--- src/rtl/lfm_map.svh ---
// constants of the loop fault monitor: addresses, field widths, timing
`ifndef LFM_MAP_SVH
`define LFM_MAP_SVH

// frame layout
`define LFM_FRAME_BITS 24
`define LFM_CMD_MSB 23
`define LFM_CMD_LSB 16
`define LFM_READ_BIT 7

// register addresses seen in the command byte
`define LFM_ADDR_NONE 7'h00
`define LFM_ADDR_CODE 7'h04
`define LFM_ADDR_STATUS 7'h05
`define LFM_ADDR_ERR_STATUS 7'h09

// timing
`define LFM_CLK_KHZ 125000
`define LFM_TIMEOUT_MS 100
`define LFM_RETRY_UNIT_MS 50
`define LFM_SETTLE_US 10
`define LFM_CLK_MHZ 125

// synchronised pin count and count width
`define LFM_SYNC_BITS 5
`define LFM_CNT_W 32

// pin levels at rest: only chip select idles high
`define LFM_PIN_IDLE 5'h02

`endif

--- src/rtl/lfm_pkg.sv ---
// types shared by the loop fault monitor
package lfm_pkg;

    // what the loop driver is told to produce
    typedef enum logic [1:0] {
        LFM_DRIVE_CODE = 2'b00,
        LFM_DRIVE_LOW = 2'b01,
        LFM_DRIVE_HIGH = 2'b10
    } lfm_drive_t;

    // loop supervision states
    typedef enum logic [1:0] {
        LFM_LOOP_OK = 2'b00,
        LFM_LOOP_ALARM = 2'b01,
        LFM_LOOP_TRY = 2'b10
    } lfm_loop_t;

    // configuration bits from the error configuration register
    typedef struct packed {
        logic loop_alarm_mask;
        logic retry_disable;
        logic [2:0] retry_interval;
        logic loop_fault_pin_disable;
        logic link_timeout_mask;
        logic link_timeout_loop_mask;
    } lfm_cfg_t;

    // read-only status flags
    typedef struct packed {
        logic framing_fault_flag;
        logic loop_fault_live_flag;
        logic loop_fault_sticky_flag;
        logic link_timeout_flag;
    } lfm_status_t;

endpackage : lfm_pkg

--- src/rtl/lfm_monitor.sv ---
// fault detection and alarm reporting of a current-loop output converter
`timescale 1ns/1ps
`include "lfm_map.svh"

// Operation
// - loop fault switches output to low alarm current unless loop alarm mask set
// - unmasked loop fault retries restoring the code current every retry interval
// - successful restore attempt ends loop fault reporting
// - retry disable skips periodic checks; recheck only after error status read or code write
// - recheck finding fault still present returns to the low alarm current after settling
// - loop fault sets live and sticky flags; sticky clears on status read
// - live flag clears on successful restore, whether periodic or started by a new output code
// - master writes within watchdog period, else link timeout fault is flagged
// - writes with framing fault never restart the link watchdog
// - write to address zero is not valid and does not restart watchdog
// - timeout mask hides timeout on loop and pin; loop mask only loop
// - framing fault when clock pulse count is not a multiple of 24
// - framing fault always pulls fault pin low, no mask
// - framing fault leaves loop current unchanged
// - link timeout on loop uses band pin: low selects low, high selects high
// - loop fault and link timeout together drive the low alarm current
// - status holds framing, two loop and link timeout flags
// - loop fault pulls fault pin low unless loop fault pin disable is set
// - chip select rising before 24th clock edge aborts with framing fault
// - link watchdog period defaults to 100 ms
module lfm_monitor
    import lfm_pkg::*;
#(
    parameter int TIMEOUT_CYCLES = `LFM_TIMEOUT_MS * `LFM_CLK_KHZ,
    parameter int RETRY_UNIT_CYCLES = `LFM_RETRY_UNIT_MS * `LFM_CLK_KHZ,
    parameter int SETTLE_CYCLES = `LFM_SETTLE_US * `LFM_CLK_MHZ
)
(
    input wire logic clk,
    input wire logic nrst,
    input wire logic sclk,
    input wire logic chip_select_n,
    input wire logic sdi,
    input wire logic loop_regulation_lost,
    input wire logic alarm_band_select_pin,
    input wire lfm_cfg_t cfg,
    output lfm_drive_t loop_drive,
    output logic fault_pin_n,
    output lfm_status_t status
);

    localparam int CW = `LFM_CNT_W;
    localparam int SB = `LFM_SYNC_BITS;
    localparam int FB = `LFM_FRAME_BITS;
    localparam logic [4:0] LAST_BIT = 5'(FB - 1);
    localparam logic [CW-1:0] TOUT_LAST = CW'(TIMEOUT_CYCLES - 1);
    localparam logic [CW-1:0] SETTLE_LAST = CW'(SETTLE_CYCLES - 1);
    localparam logic [CW-1:0] RETRY_UNIT = CW'(RETRY_UNIT_CYCLES);
    // resting pin levels; every sync stage starts there so release makes no edge
    localparam logic [SB-1:0] PIN_IDLE = `LFM_PIN_IDLE;

    // three-stage synchronisers for every pin from outside the clock;
    // the agree filter below costs a cycle of latency but hides a
    // one-cycle glitch on a pin; stages reset to the resting levels,
    // else a false select edge would follow every reset
    logic [SB-1:0] pin_raw;
    logic [SB-1:0] sync1_reg;
    logic [SB-1:0] sync2_reg;
    logic [SB-1:0] sync3_reg;
    logic [SB-1:0] clean_reg;
    logic [SB-1:0] clean_next;

    assign pin_raw = {alarm_band_select_pin, loop_regulation_lost, sdi, chip_select_n, sclk};

    always_ff @(posedge clk or negedge nrst)
    begin
        if (!nrst)
        begin
            sync1_reg <= PIN_IDLE;
            sync2_reg <= PIN_IDLE;
            sync3_reg <= PIN_IDLE;
        end
        else
        begin
            sync1_reg <= pin_raw;
            sync2_reg <= sync1_reg;
            sync3_reg <= sync2_reg;
        end
    end

    // a change counts only once stages two and three agree
    genvar gi;
    generate
        for (gi = 0; gi < SB; gi++)
        begin : g_clean
            assign clean_next[gi] = (sync2_reg[gi] == sync3_reg[gi]) ? sync3_reg[gi]
                                                                     : clean_reg[gi];
        end
    endgenerate

    // chip select idles high so its filtered copy resets high;
    // any other reset level would look like a frame start
    always_ff @(posedge clk or negedge nrst)
    begin
        if (!nrst)
            clean_reg <= PIN_IDLE;
        else
            clean_reg <= clean_next;
    end

    // named views of the filtered pins;
    // nothing downstream ever reads a raw pin
    logic sclk_q;
    logic cs_n_q;
    logic sdi_q;
    logic loop_lost_q;
    logic band_high_q;
    logic sclk_prev_reg;
    logic cs_prev_reg;
    logic sclk_rise;
    logic cs_fall;
    logic cs_rise;

    assign sclk_q = clean_reg[0];
    assign cs_n_q = clean_reg[1];
    assign sdi_q = clean_reg[2];
    assign loop_lost_q = clean_reg[3];
    assign band_high_q = clean_reg[4];

    always_ff @(posedge clk or negedge nrst)
    begin
        if (!nrst)
        begin
            sclk_prev_reg <= 1'b0;
            cs_prev_reg <= 1'b1;
        end
        else
        begin
            sclk_prev_reg <= sclk_q;
            cs_prev_reg <= cs_n_q;
        end
    end

    // edge events of the serial link
    // clock edges with select high are ignored, so stray pulses count nothing
    assign sclk_rise = sclk_q && !sclk_prev_reg && !cs_n_q;
    assign cs_fall = !cs_n_q && cs_prev_reg;
    assign cs_rise = cs_n_q && !cs_prev_reg;

    // frame capture: bit position modulo 24 and a seen-a-whole-frame flag
    // counting modulo 24 lets 48 or 72 pulses pass as whole frames
    logic [FB-1:0] shift_reg;
    logic [4:0] bitpos_reg;
    logic whole_reg;

    always_ff @(posedge clk or negedge nrst)
    begin
        if (!nrst)
        begin
            shift_reg <= '0;
            bitpos_reg <= '0;
            whole_reg <= 1'b0;
        end
        else if (cs_fall)
        begin
            bitpos_reg <= '0;
            whole_reg <= 1'b0;
        end
        else if (sclk_rise)
        begin
            shift_reg <= {shift_reg[FB-2:0], sdi_q};
            bitpos_reg <= (bitpos_reg == LAST_BIT) ? 5'h00 : bitpos_reg + 5'h01;
            whole_reg <= whole_reg || (bitpos_reg == LAST_BIT);
        end
    end

    // decode of the last 24 bits when chip select rises
    // earlier words of a long frame are simply shifted out and dropped
    logic frame_ok;
    logic frame_bad;
    logic is_read;
    logic [6:0] cmd_addr;
    logic valid_write;
    logic code_write;
    logic status_read;
    logic err_status_read;

    assign frame_ok = cs_rise && whole_reg && (bitpos_reg == 5'h00);
    assign frame_bad = cs_rise && !frame_ok;
    assign is_read = shift_reg[`LFM_CMD_LSB + `LFM_READ_BIT];
    assign cmd_addr = shift_reg[`LFM_CMD_LSB + 6:`LFM_CMD_LSB];
    assign valid_write = frame_ok && !is_read && (cmd_addr != `LFM_ADDR_NONE);
    assign code_write = valid_write && (cmd_addr == `LFM_ADDR_CODE);
    assign status_read = frame_ok && is_read && (cmd_addr == `LFM_ADDR_STATUS);
    assign err_status_read = frame_ok && is_read && (cmd_addr == `LFM_ADDR_ERR_STATUS);

    // link watchdog: only clean, non-zero-address writes restart it
    // the count saturates at its last value, so the flag stands
    // until the next valid write rather than pulsing once
    logic [CW-1:0] wdog_reg;
    logic wdog_expire;

    assign wdog_expire = (wdog_reg == TOUT_LAST) && !valid_write;

    always_ff @(posedge clk or negedge nrst)
    begin
        if (!nrst)
            wdog_reg <= '0;
        else if (valid_write)
            wdog_reg <= '0;
        else if (wdog_reg != TOUT_LAST)
            wdog_reg <= wdog_reg + 1'b1;
    end

    // loop supervision: alarm, wait, try to restore, judge after settling
    // one counter serves both the retry gap and the settle time; it is
    // cleared on every state change but the masked return to ok, so the two never mix
    // limitation: a retry field change only takes effect at the next compare
    lfm_loop_t loop_reg;
    lfm_loop_t loop_next;
    logic [CW-1:0] wait_reg;
    logic [CW-1:0] wait_next;
    logic [CW-1:0] retry_gap;
    logic retry_due;
    logic settled;

    assign retry_gap = RETRY_UNIT * CW'({1'b0, cfg.retry_interval} + 4'h1);
    assign retry_due = cfg.retry_disable ? err_status_read
                                         : (wait_reg >= retry_gap - 1'b1);
    assign settled = (wait_reg == SETTLE_LAST);

    // masked loop alarms never leave the ok state; the live flag still follows
    always_comb
    begin
        loop_next = loop_reg;
        wait_next = wait_reg + 1'b1;
        case (loop_reg)
            LFM_LOOP_OK:
            begin
                wait_next = '0;
                if (loop_lost_q && !cfg.loop_alarm_mask)
                    loop_next = LFM_LOOP_ALARM;
            end
            LFM_LOOP_ALARM:
            begin
                if (cfg.loop_alarm_mask)
                    loop_next = LFM_LOOP_OK;
                else if (retry_due || code_write)
                begin
                    loop_next = LFM_LOOP_TRY;
                    wait_next = '0;
                end
            end
            LFM_LOOP_TRY:
            begin
                if (settled)
                begin
                    wait_next = '0;
                    loop_next = loop_lost_q ? LFM_LOOP_ALARM : LFM_LOOP_OK;
                end
            end
            default:
            begin
                loop_next = LFM_LOOP_OK;
                wait_next = '0;
            end
        endcase
    end

    always_ff @(posedge clk or negedge nrst)
    begin
        if (!nrst)
        begin
            loop_reg <= LFM_LOOP_OK;
            wait_reg <= '0;
        end
        else
        begin
            loop_reg <= loop_next;
            wait_reg <= wait_next;
        end
    end

    // flag sources; every hardware set wins over a read that clears
    // a read in the same cycle as a new fault leaves the flag up, so none is lost
    logic loop_live;
    logic link_timeout_next;
    logic sticky_next;
    logic framing_next;

    assign loop_live = cfg.loop_alarm_mask ? loop_lost_q
                                           : (loop_next != LFM_LOOP_OK);
    assign link_timeout_next = wdog_expire || (status.link_timeout_flag && !valid_write);
    assign sticky_next = loop_live || (status.loop_fault_sticky_flag && !status_read);
    assign framing_next = frame_bad || (status.framing_fault_flag && !status_read);

    always_ff @(posedge clk or negedge nrst)
    begin
        if (!nrst)
            status <= '0;
        else
        begin
            status.framing_fault_flag <= framing_next;
            status.loop_fault_live_flag <= loop_live;
            status.loop_fault_sticky_flag <= sticky_next;
            status.link_timeout_flag <= link_timeout_next;
        end
    end

    // alarm current choice; framing faults play no part here
    // the loop fault is tested first so it wins over a high timeout band
    logic loop_alarm_on;
    logic link_on_loop;
    lfm_drive_t drive_next;

    assign loop_alarm_on = (loop_next == LFM_LOOP_ALARM);
    assign link_on_loop = link_timeout_next && !cfg.link_timeout_mask
                          && !cfg.link_timeout_loop_mask;
    assign drive_next = loop_alarm_on ? LFM_DRIVE_LOW
                      : link_on_loop ? (band_high_q ? LFM_DRIVE_HIGH : LFM_DRIVE_LOW)
                      : LFM_DRIVE_CODE;

    // fault pin: low while any enabled fault stands
    // framing faults have no mask here, by intent
    logic pin_low_next;

    assign pin_low_next = framing_next
                       || (loop_live && !cfg.loop_fault_pin_disable)
                       || (link_timeout_next && !cfg.link_timeout_mask);

    always_ff @(posedge clk or negedge nrst)
    begin
        if (!nrst)
        begin
            loop_drive <= LFM_DRIVE_CODE;
            fault_pin_n <= 1'b1;
        end
        else
        begin
            loop_drive <= drive_next;
            fault_pin_n <= !pin_low_next;
        end
    end

endmodule : lfm_monitor

--- config.mk ---
export PLATFORM = sky130hd
export DESIGN_NAME = lfm_monitor
export DESIGN_NICKNAME = d
export VERILOG_FILES = /design/src/rtl/lfm_pkg.sv /design/src/rtl/lfm_monitor.sv
export VERILOG_INCLUDE_DIRS = /design/src /design/src/rtl
export SDC_FILE = /design/constraint.sdc
export NUM_CORES = 1
export LEC_CHECK = 0
export BUFFER_PORTS_ARGS = -buffer_cell sky130_fd_sc_hd__clkbuf_2
export CAP_MARGIN = 20
export CORE_MARGIN = 3
export CORE_UTILIZATION = 50
export DETAILED_ROUTE_END_ITERATION = 10
export PLACE_DENSITY = 0.66
export SYNTH_ARGS = -nofsm -noshare
export SYNTH_HDL_FRONTEND = slang
export SYNTH_SLANG_ARGS = --single-unit
--- constraint.sdc ---
create_clock -name clk -period 3.4 [get_ports clk]
set_input_delay 0.17 -clock clk [delete_from_list [all_inputs] [get_ports clk]]
set_output_delay 0.17 -clock clk [all_outputs]
set_load 0.02 [all_outputs]
Yosys cells after proc, flatten, opt, wreduce, memory -nomap -nowiden
Cells that the tools add are included.
Widths: inputs -> output; s select.
{"block": "op_classes", "reduce_logical": 47, "n_mux": 22, "eq_ne": 15, "bitwise": 1, "n_lt_le_gt_ge": 1, "multipliers": 1, "n_addsub": 5}
{"cell": "$mux 32", "n": 5}
{"cell": "$add 32x1->32 const B", "n": 2}
{"cell": "$pmux 32 s2", "n": 1}
{"cell": "$eq 32x11->1 const B", "n": 1}
{"cell": "$eq 32x24->1 const B", "n": 1}
{"cell": "$ge 32x32->1", "n": 1}
{"cell": "$ne 32x24->1 const B", "n": 1}
{"cell": "$sub 27x1->28 const B", "n": 1}
{"cell": "$mul 19x4->23 const A", "n": 1}
{"cell": "$logic_and 1x1->1", "n": 21}
{"cell": "$mux 5", "n": 3}
{"cell": "$eq 7x3->1 const B", "n": 2}
{"cell": "$mux 2", "n": 7}
{"cell": "$logic_not 1->1", "n": 12}
{"cell": "$eq 7x4->1 const B", "n": 1}
{"cell": "$logic_or 1x1->1", "n": 7}
{"cell": "$reduce_bool 7->1", "n": 1}
{"cell": "$pmux 2 s3", "n": 1}
{"cell": "$reduce_bool 2->1", "n": 3}
{"cell": "$add 5x1->5 const B", "n": 1}
{"cell": "$eq 1x1->1", "n": 5}
{"cell": "$eq 5x5->1 const B", "n": 1}
{"cell": "$logic_not 5->1", "n": 1}
{"cell": "$mux 1", "n": 5}
{"cell": "6 further kinds", "n": 7}
{"block": "word_totals", "register_bits": 125}

Depth between registers and ports, before layout
{"block": "depth", "word_depth": 17, "mapped_depth": 25, "ltp_nobuf": 24}

Worst setup path before layout
No wires, ideal clock.
{"block": "synth_timing", "path_kind": "input -> register", "startpoint": "input cfg[3] (netlist name)", "endpoint": "register wait_reg[15]", "setup_ns": 0.119, "path_slack_ns": -2.447, "arrival_time_ns": 5.728, "cell_stages": 22, "path_cell_list": "clkbuf_1 inv_1 ha_1 fa_1 fa_1 fa_1 nand3b_1 a221oi_2 nor2_1 mux2i_1 o211ai_1 a311oi_1 nand4_1 ha_1 nand4_1 nor4_1 nand2_1 a211oi_2 o21bai_1 a31oi_4 buf_4 nor2_1"}
{"block": "synth_between", "elab_chain_cells": 9}
{"item": "start, declared", "line": "lfm_monitor.sv:41", "source": "input wire lfm_cfg_t cfg,"}
{"item": "$add 3x1->4", "line": "lfm_monitor.sv:222", "source": "assign retry_gap = RETRY_UNIT * CW'({1'b0, cfg.retry_interval} + 4'h1);"}
{"item": "$mul 19x4->23", "line": "lfm_monitor.sv:222"}
{"item": "$sub 27x1->28", "line": "lfm_monitor.sv:224", "source": ": (wait_reg >= retry_gap - 1'b1);"}
{"item": "$ge 32x32->1", "line": "lfm_monitor.sv:224"}
{"item": "$mux 1", "line": "lfm_monitor.sv:223", "source": "assign retry_due = cfg.retry_disable ? err_status_read"}
{"item": "$logic_or 1x1->1", "line": "lfm_monitor.sv:243", "source": "else if (retry_due || code_write)"}
{"item": "$mux 32", "line": "lfm_monitor.sv:243"}
{"item": "$mux 32", "line": "lfm_monitor.sv:241", "source": "if (cfg.loop_alarm_mask)"}
{"item": "$pmux 32 s2", "line": "lfm_monitor.sv:232", "source": "case (loop_reg)"}
{"item": "named net wait_next[15]", "line": "lfm_monitor.sv:217", "source": "logic [CW-1:0] wait_next;"}
{"item": "end signal, assigned", "line": "lfm_monitor.sv:275", "source": "wait_reg <= wait_next;"}
{"item": "end, declared", "line": "lfm_monitor.sv:216", "source": "logic [CW-1:0] wait_reg;"}
The timed path passes the listed nets, and every way through them passes these cells.
A chain may end at the register's enable or synchronous reset.

Final worst setup path
{"block": "layout_timing", "startpoint": "input cfg[3] (netlist name)", "endpoint": "register fault_pin_n"}
{"block": "layout_between", "elab_chain_cells": 15}
{"item": "$add 3x1->4", "line": "lfm_monitor.sv:222"}
{"item": "$mul 19x4->23", "line": "lfm_monitor.sv:222"}
{"item": "$sub 27x1->28", "line": "lfm_monitor.sv:224"}
{"item": "$ge 32x32->1", "line": "lfm_monitor.sv:224"}
{"item": "$mux 1", "line": "lfm_monitor.sv:223"}
{"item": "$logic_or 1x1->1", "line": "lfm_monitor.sv:243"}
{"item": "$mux 2", "line": "lfm_monitor.sv:243"}
{"item": "$mux 2", "line": "lfm_monitor.sv:241"}
{"item": "$pmux 2 s3", "line": "lfm_monitor.sv:232"}
{"item": "$reduce_bool 2->1", "line": "lfm_monitor.sv:287", "source": ": (loop_next != LFM_LOOP_OK);"}
{"item": "$mux 1", "line": "lfm_monitor.sv:286", "source": "assign loop_live = cfg.loop_alarm_mask ? loop_lost_q"}
{"item": "$logic_and 1x1->1", "line": "lfm_monitor.sv:323", "source": "|| (loop_live && !cfg.loop_fault_pin_disable)"}
{"item": "$logic_or 1x1->1", "line": "lfm_monitor.sv:323"}
{"item": "$logic_or 1x1->1", "line": "lfm_monitor.sv:324", "source": "|| (link_timeout_next && !cfg.link_timeout_mask);"}
{"item": "$logic_not 1->1", "line": "lfm_monitor.sv:336", "source": "fault_pin_n <= !pin_low_next;"}
{"item": "end signal, assigned", "line": "lfm_monitor.sv:336"}
{"item": "end, declared", "line": "lfm_monitor.sv:43", "source": "output logic fault_pin_n,"}
Every way passes these cells.

==> metrics.log <==
[metrics] largest net degree at the start of global routing: 64
[metrics] combinational share of power: 0.308
[metrics] kind of critical path: primary input to flop
[metrics] flip-flop cell with the highest count after synthesis: sky130_fd_sc_hd__dfrtp_1
[metrics] cell area after synthesis: around 7500 µm²
[metrics] post-detailed-placement half-perimeter wirelength: 11.9 mm
[metrics] final antenna-violating net count: 0
[metrics] number of max-capacitance violations reported: 0
[metrics] most frequent cells in the layout: sky130_fd_sc_hd__dfrtp_1 (119), sky130_fd_sc_hd__buf_4 (98), sky130_fd_sc_hd__nor2_1 (85)
[metrics] worst-skew pair later-pin latency: 410 ps
[metrics] pre-CTS setup slack: -2490 ps
[metrics] Post-Syn Nets: 830
[metrics] number of flops mapped to enable cells by yosys: 0
[metrics] DP Cell Count: approximately 1000
[metrics] Via density: about 5.5
[metrics] post-synthesis to final-layout area growth: 27.7%
[metrics] number of search-and-repair iterations in the first detailed-routing pass: 4
[metrics] count of input and output buffers: 21
[metrics] die outline height: ~130 µm
[metrics] part of the total power dissipated in sequential elements: 0.320
[metrics] average routed wire per standard cell: 15.5 µm
[metrics] Max IR drop VDD: about 490 µV
[metrics] sequential element share of the synthesized area: 0.418
[metrics] CP startpoint kind: primary input
[metrics] share of cells above drive strength 1: 0.271
[metrics] Final Cycle Share: 1.59
[metrics] Max clock buf depth: 2
[metrics] vias after detailed routing: approximately 5900
[metrics] clk sinks: 125
[metrics] DRC viols: 0
[metrics] clock-pin slew of the registers on the worst-case setup and hold paths: about 50 ps
[metrics] clock tree from TritonCTS: yes
[metrics] FF+latch count, synth: 125
[metrics] first-pass GRT wire length: around 28 mm
[metrics] setup repair after global routing missed its margin: true
[metrics] hold crit path type: primary input to flop
[metrics] antenna violations before repair: 0
[metrics] post-layout instance count excluding filler cells: 1074
[metrics] antenna fix cells: 0
[metrics] most frequent standard cell in the layout excluding fill and tap cells: sky130_fd_sc_hd__dfrtp_1
[metrics] total length of routed wires: about 17 mm
[metrics] Tmin final: roughly 5400 ps
[metrics] synthesized instance count: ~750
[metrics] average cell area after synthesis: 10.1 µm²
[metrics] number of failing setup endpoints in the final timing report: 39
[metrics] all-layer global routing usage: 0.212
[metrics] routability cong.: between 0.8 and 0.9
[metrics] result of the run: finished, violations left
[metrics] Net Sw Power: ~0.0014 W
[metrics] final count of pins violating max slew: 0
[metrics] final std cell area, no fill: 9590 µm²
[metrics] Achievable Freq: 0.185 GHz
[metrics] Starting Density: 0.515
[metrics] proportion of total power due to net switching: 0.279
[metrics] unique cell type count in the Yosys netlist: 74
[metrics] DRC violation total after the first TritonRoute iteration: around 290
[metrics] total grt overflow: 0
[metrics] part of the total power dissipated in the clock network: 0.372
[metrics] number of standard-cell rows in the floorplan: 44
[metrics] Final nets: roughly 960
[metrics] asr flop ratio synth: 1.00
[metrics] number of hold violations in the final report: 0
[metrics] YS warnings: 0
[metrics] total die area: 16500 µm²
[metrics] power density over the cells: a little over 500 nW/µm²
[metrics] cts bufs inserted: 17
[metrics] violations in the final reports: negative setup slack
[metrics] leakage power figure: around 4.4 nW
[metrics] Worst Clk Skew: about 12 ps
[metrics] overall die width: roughly 130 µm
[metrics] via count of the first global-routing pass: 6122
[metrics] CP required: about 3700 ps
[metrics] Core Footprint: ~15000 µm²
[metrics] Worst Max-Slew Pin Slew: around 880 ps
[metrics] post-placement cell area: 8540 µm²
[metrics] number of top-level pins: 22
[metrics] clock root buffer: sky130_fd_sc_hd__clkbuf_16
[metrics] post-layout total power: 0.00493 W
[metrics] internal power of the cells: roughly 0.0036 W
[metrics] number of fill cells: around 1100
[metrics] min setup slack post-route: -2000 ps
[metrics] largest driver fanout on the critical path: 5
[metrics] WP data arrival: between 5000 and 6000 ps
[metrics] Worst setup EP type: flop
[metrics] headroom to the max-slew limit: 0.408
[metrics] CTS H-Tree Depth: 4
critical path, stage by stage:
cell and delay [ps]:
sky130_fd_sc_hd__buf_8 110, sky130_fd_sc_hd__buf_12 120, sky130_fd_sc_hd__inv_12 40, sky130_fd_sc_hd__ha_4 200
sky130_fd_sc_hd__fa_2 600, sky130_fd_sc_hd__fa_2 460, sky130_fd_sc_hd__fa_2 380, sky130_fd_sc_hd__nand3b_1 230
sky130_fd_sc_hd__a221oi_2 370, sky130_fd_sc_hd__buf_4 200, sky130_fd_sc_hd__nand2b_4 130, sky130_fd_sc_hd__xnor2_2 90
sky130_fd_sc_hd__a311oi_2 370, sky130_fd_sc_hd__nand4_1 170, sky130_fd_sc_hd__buf_6 180, sky130_fd_sc_hd__ha_4 280
sky130_fd_sc_hd__nand4_1 160, sky130_fd_sc_hd__nor4_4 330, sky130_fd_sc_hd__nand2_1 100, sky130_fd_sc_hd__a211oi_2 260
sky130_fd_sc_hd__buf_4 180, sky130_fd_sc_hd__o31ai_4 70, sky130_fd_sc_hd__a221o_1 340, sky130_fd_sc_hd__a211oi_2 190
timing repair:
action | CTS | global route
endpoints found under the hold margin | 67 | 0
setup buffers | 10 | 4
hold buffers | 8 | 0
endpoints found under the setup margin | 39 | 39
resized for setup | 30 | 20
pin swaps | 35 | 20
cells by family after synthesis:
kind of cell,Yosys count,synth area share
and+or+nand+nor,277,0.192
DFF,125,0.418
AOI/OAI and AO/OA,112,0.0982
xor gates and xnor gates,78,0.0920
adders and majority gates,75,0.132
buffers and inverters,52,0.0290
muxes,26,0.0387
worst paths after layout:
| path | startpoint | end | slack, ps | cells after the start |
|---|---|---|---|---|
| max | cfg[3] | fault_pin_n | -2000 | 24 |
| min | cfg[2] | fault_pin_n | 90 | 3 |
| max reg2reg | wait_reg[9] | fault_pin_n | 640 | 11 |
| min reg2reg | sync1_reg[3] | sync2_reg[3] | 340 | 0 |
| max in group asynchronous | nrst | clean_reg[1] | 2020 | 3 |
| min in group asynchronous | nrst | wait_reg[7] | 390 | 2 |
Yosys cell counts, types with 3 or more instances:
cell	n	share of area
sky130_fd_sc_hd__dfrtp_1	119	0.40
sky130_fd_sc_hd__a21oi_1	36	0.024
sky130_fd_sc_hd__nor3_1	10	0.0067
sky130_fd_sc_hd__nand2_1	54	0.027
sky130_fd_sc_hd__nand3_1	19	0.013
sky130_fd_sc_hd__nand4b_1	4	0.0047
sky130_fd_sc_hd__nor4_1	10	0.0083
sky130_fd_sc_hd__ha_1	61	0.10
sky130_fd_sc_hd__o211ai_1	4	0.0040
sky130_fd_sc_hd__inv_1	36	0.018
sky130_fd_sc_hd__dfstp_2	6	0.021
sky130_fd_sc_hd__and3_1	9	0.0075
sky130_fd_sc_hd__xor2_1	46	0.054
sky130_fd_sc_hd__a31oi_1	4	0.0033
sky130_fd_sc_hd__maj3_1	5	0.0067
sky130_fd_sc_hd__fa_1	9	0.024
sky130_fd_sc_hd__nor4b_1	4	0.0047
sky130_fd_sc_hd__mux2_2	24	0.036
sky130_fd_sc_hd__a211o_1	3	0.0035
sky130_fd_sc_hd__nand2b_1	10	0.0083
sky130_fd_sc_hd__nor2_1	86	0.043
sky130_fd_sc_hd__and4_1	6	0.0070
sky130_fd_sc_hd__clkbuf_1	10	0.0050
sky130_fd_sc_hd__a21o_1	3	0.0030
sky130_fd_sc_hd__a22oi_1	3	0.0030
sky130_fd_sc_hd__or2_2	3	0.0025
sky130_fd_sc_hd__or3_1	7	0.0058
sky130_fd_sc_hd__o21ai_0	31	0.021
sky130_fd_sc_hd__nand4_1	25	0.021
sky130_fd_sc_hd__a211oi_2	3	0.0050
sky130_fd_sc_hd__xnor2_1	31	0.036
sky130_fd_sc_hd__nor2b_1	12	0.010
per-stage QoR:
| step | hold WS, ps | setup TNS [ps] | util |
|---|---|---|---|
| finish | 88.0 | -73740 | 0.657 |
| global route | 94.4 | -82530 | 0.657 |
| CTS | 66.0 | -65750 | 0.648 |
| detailed placement | 260 | -91590 | 0.585 |
| global placement | 260 | -84200 | 0.585 |
| floorplan | -126 | -71720 | - |
routing by layer:
layer	routed length [µm]	vias to the layer above	track usage
li1	-	2891	-
met1	7490	2894	0.268
met2	8200	120	0.354
met3	770	17	0.0656
met4	195	0	0.0568
met5	0	-	0
power by group through the flow:
stage	Clock (W)	Sequential, W	Combinational (W)
global placement	0	0.00160	0.00123
finish	0.00183	0.00158	0.00152
global route	0.00195	0.00158	0.00167
CTS	0.00188	0.00158	0.00143
floorplan	0	0.00159	0.000720
detailed placement	0	0.00160	0.00127
layout make-up:
| cell class | instances | area (µm²) | share of cell area |
|---|---|---|---|
| Clock buffer | 25 | 495 | 0.0517 |
| Clock inverter | 6 | 108 | 0.0112 |
| Timing Repair Buffer | 130 | 1010 | 0.105 |
| Inverter | 36 | 148 | 0.0154 |
| Tap cell | 184 | 230 | 0.0240 |
| Sequential cell | 125 | 3140 | 0.327 |
| Multi-Input combinational cell | 568 | 4460 | 0.465 |
Note: power is estimated with default switching activity, not from simulation.
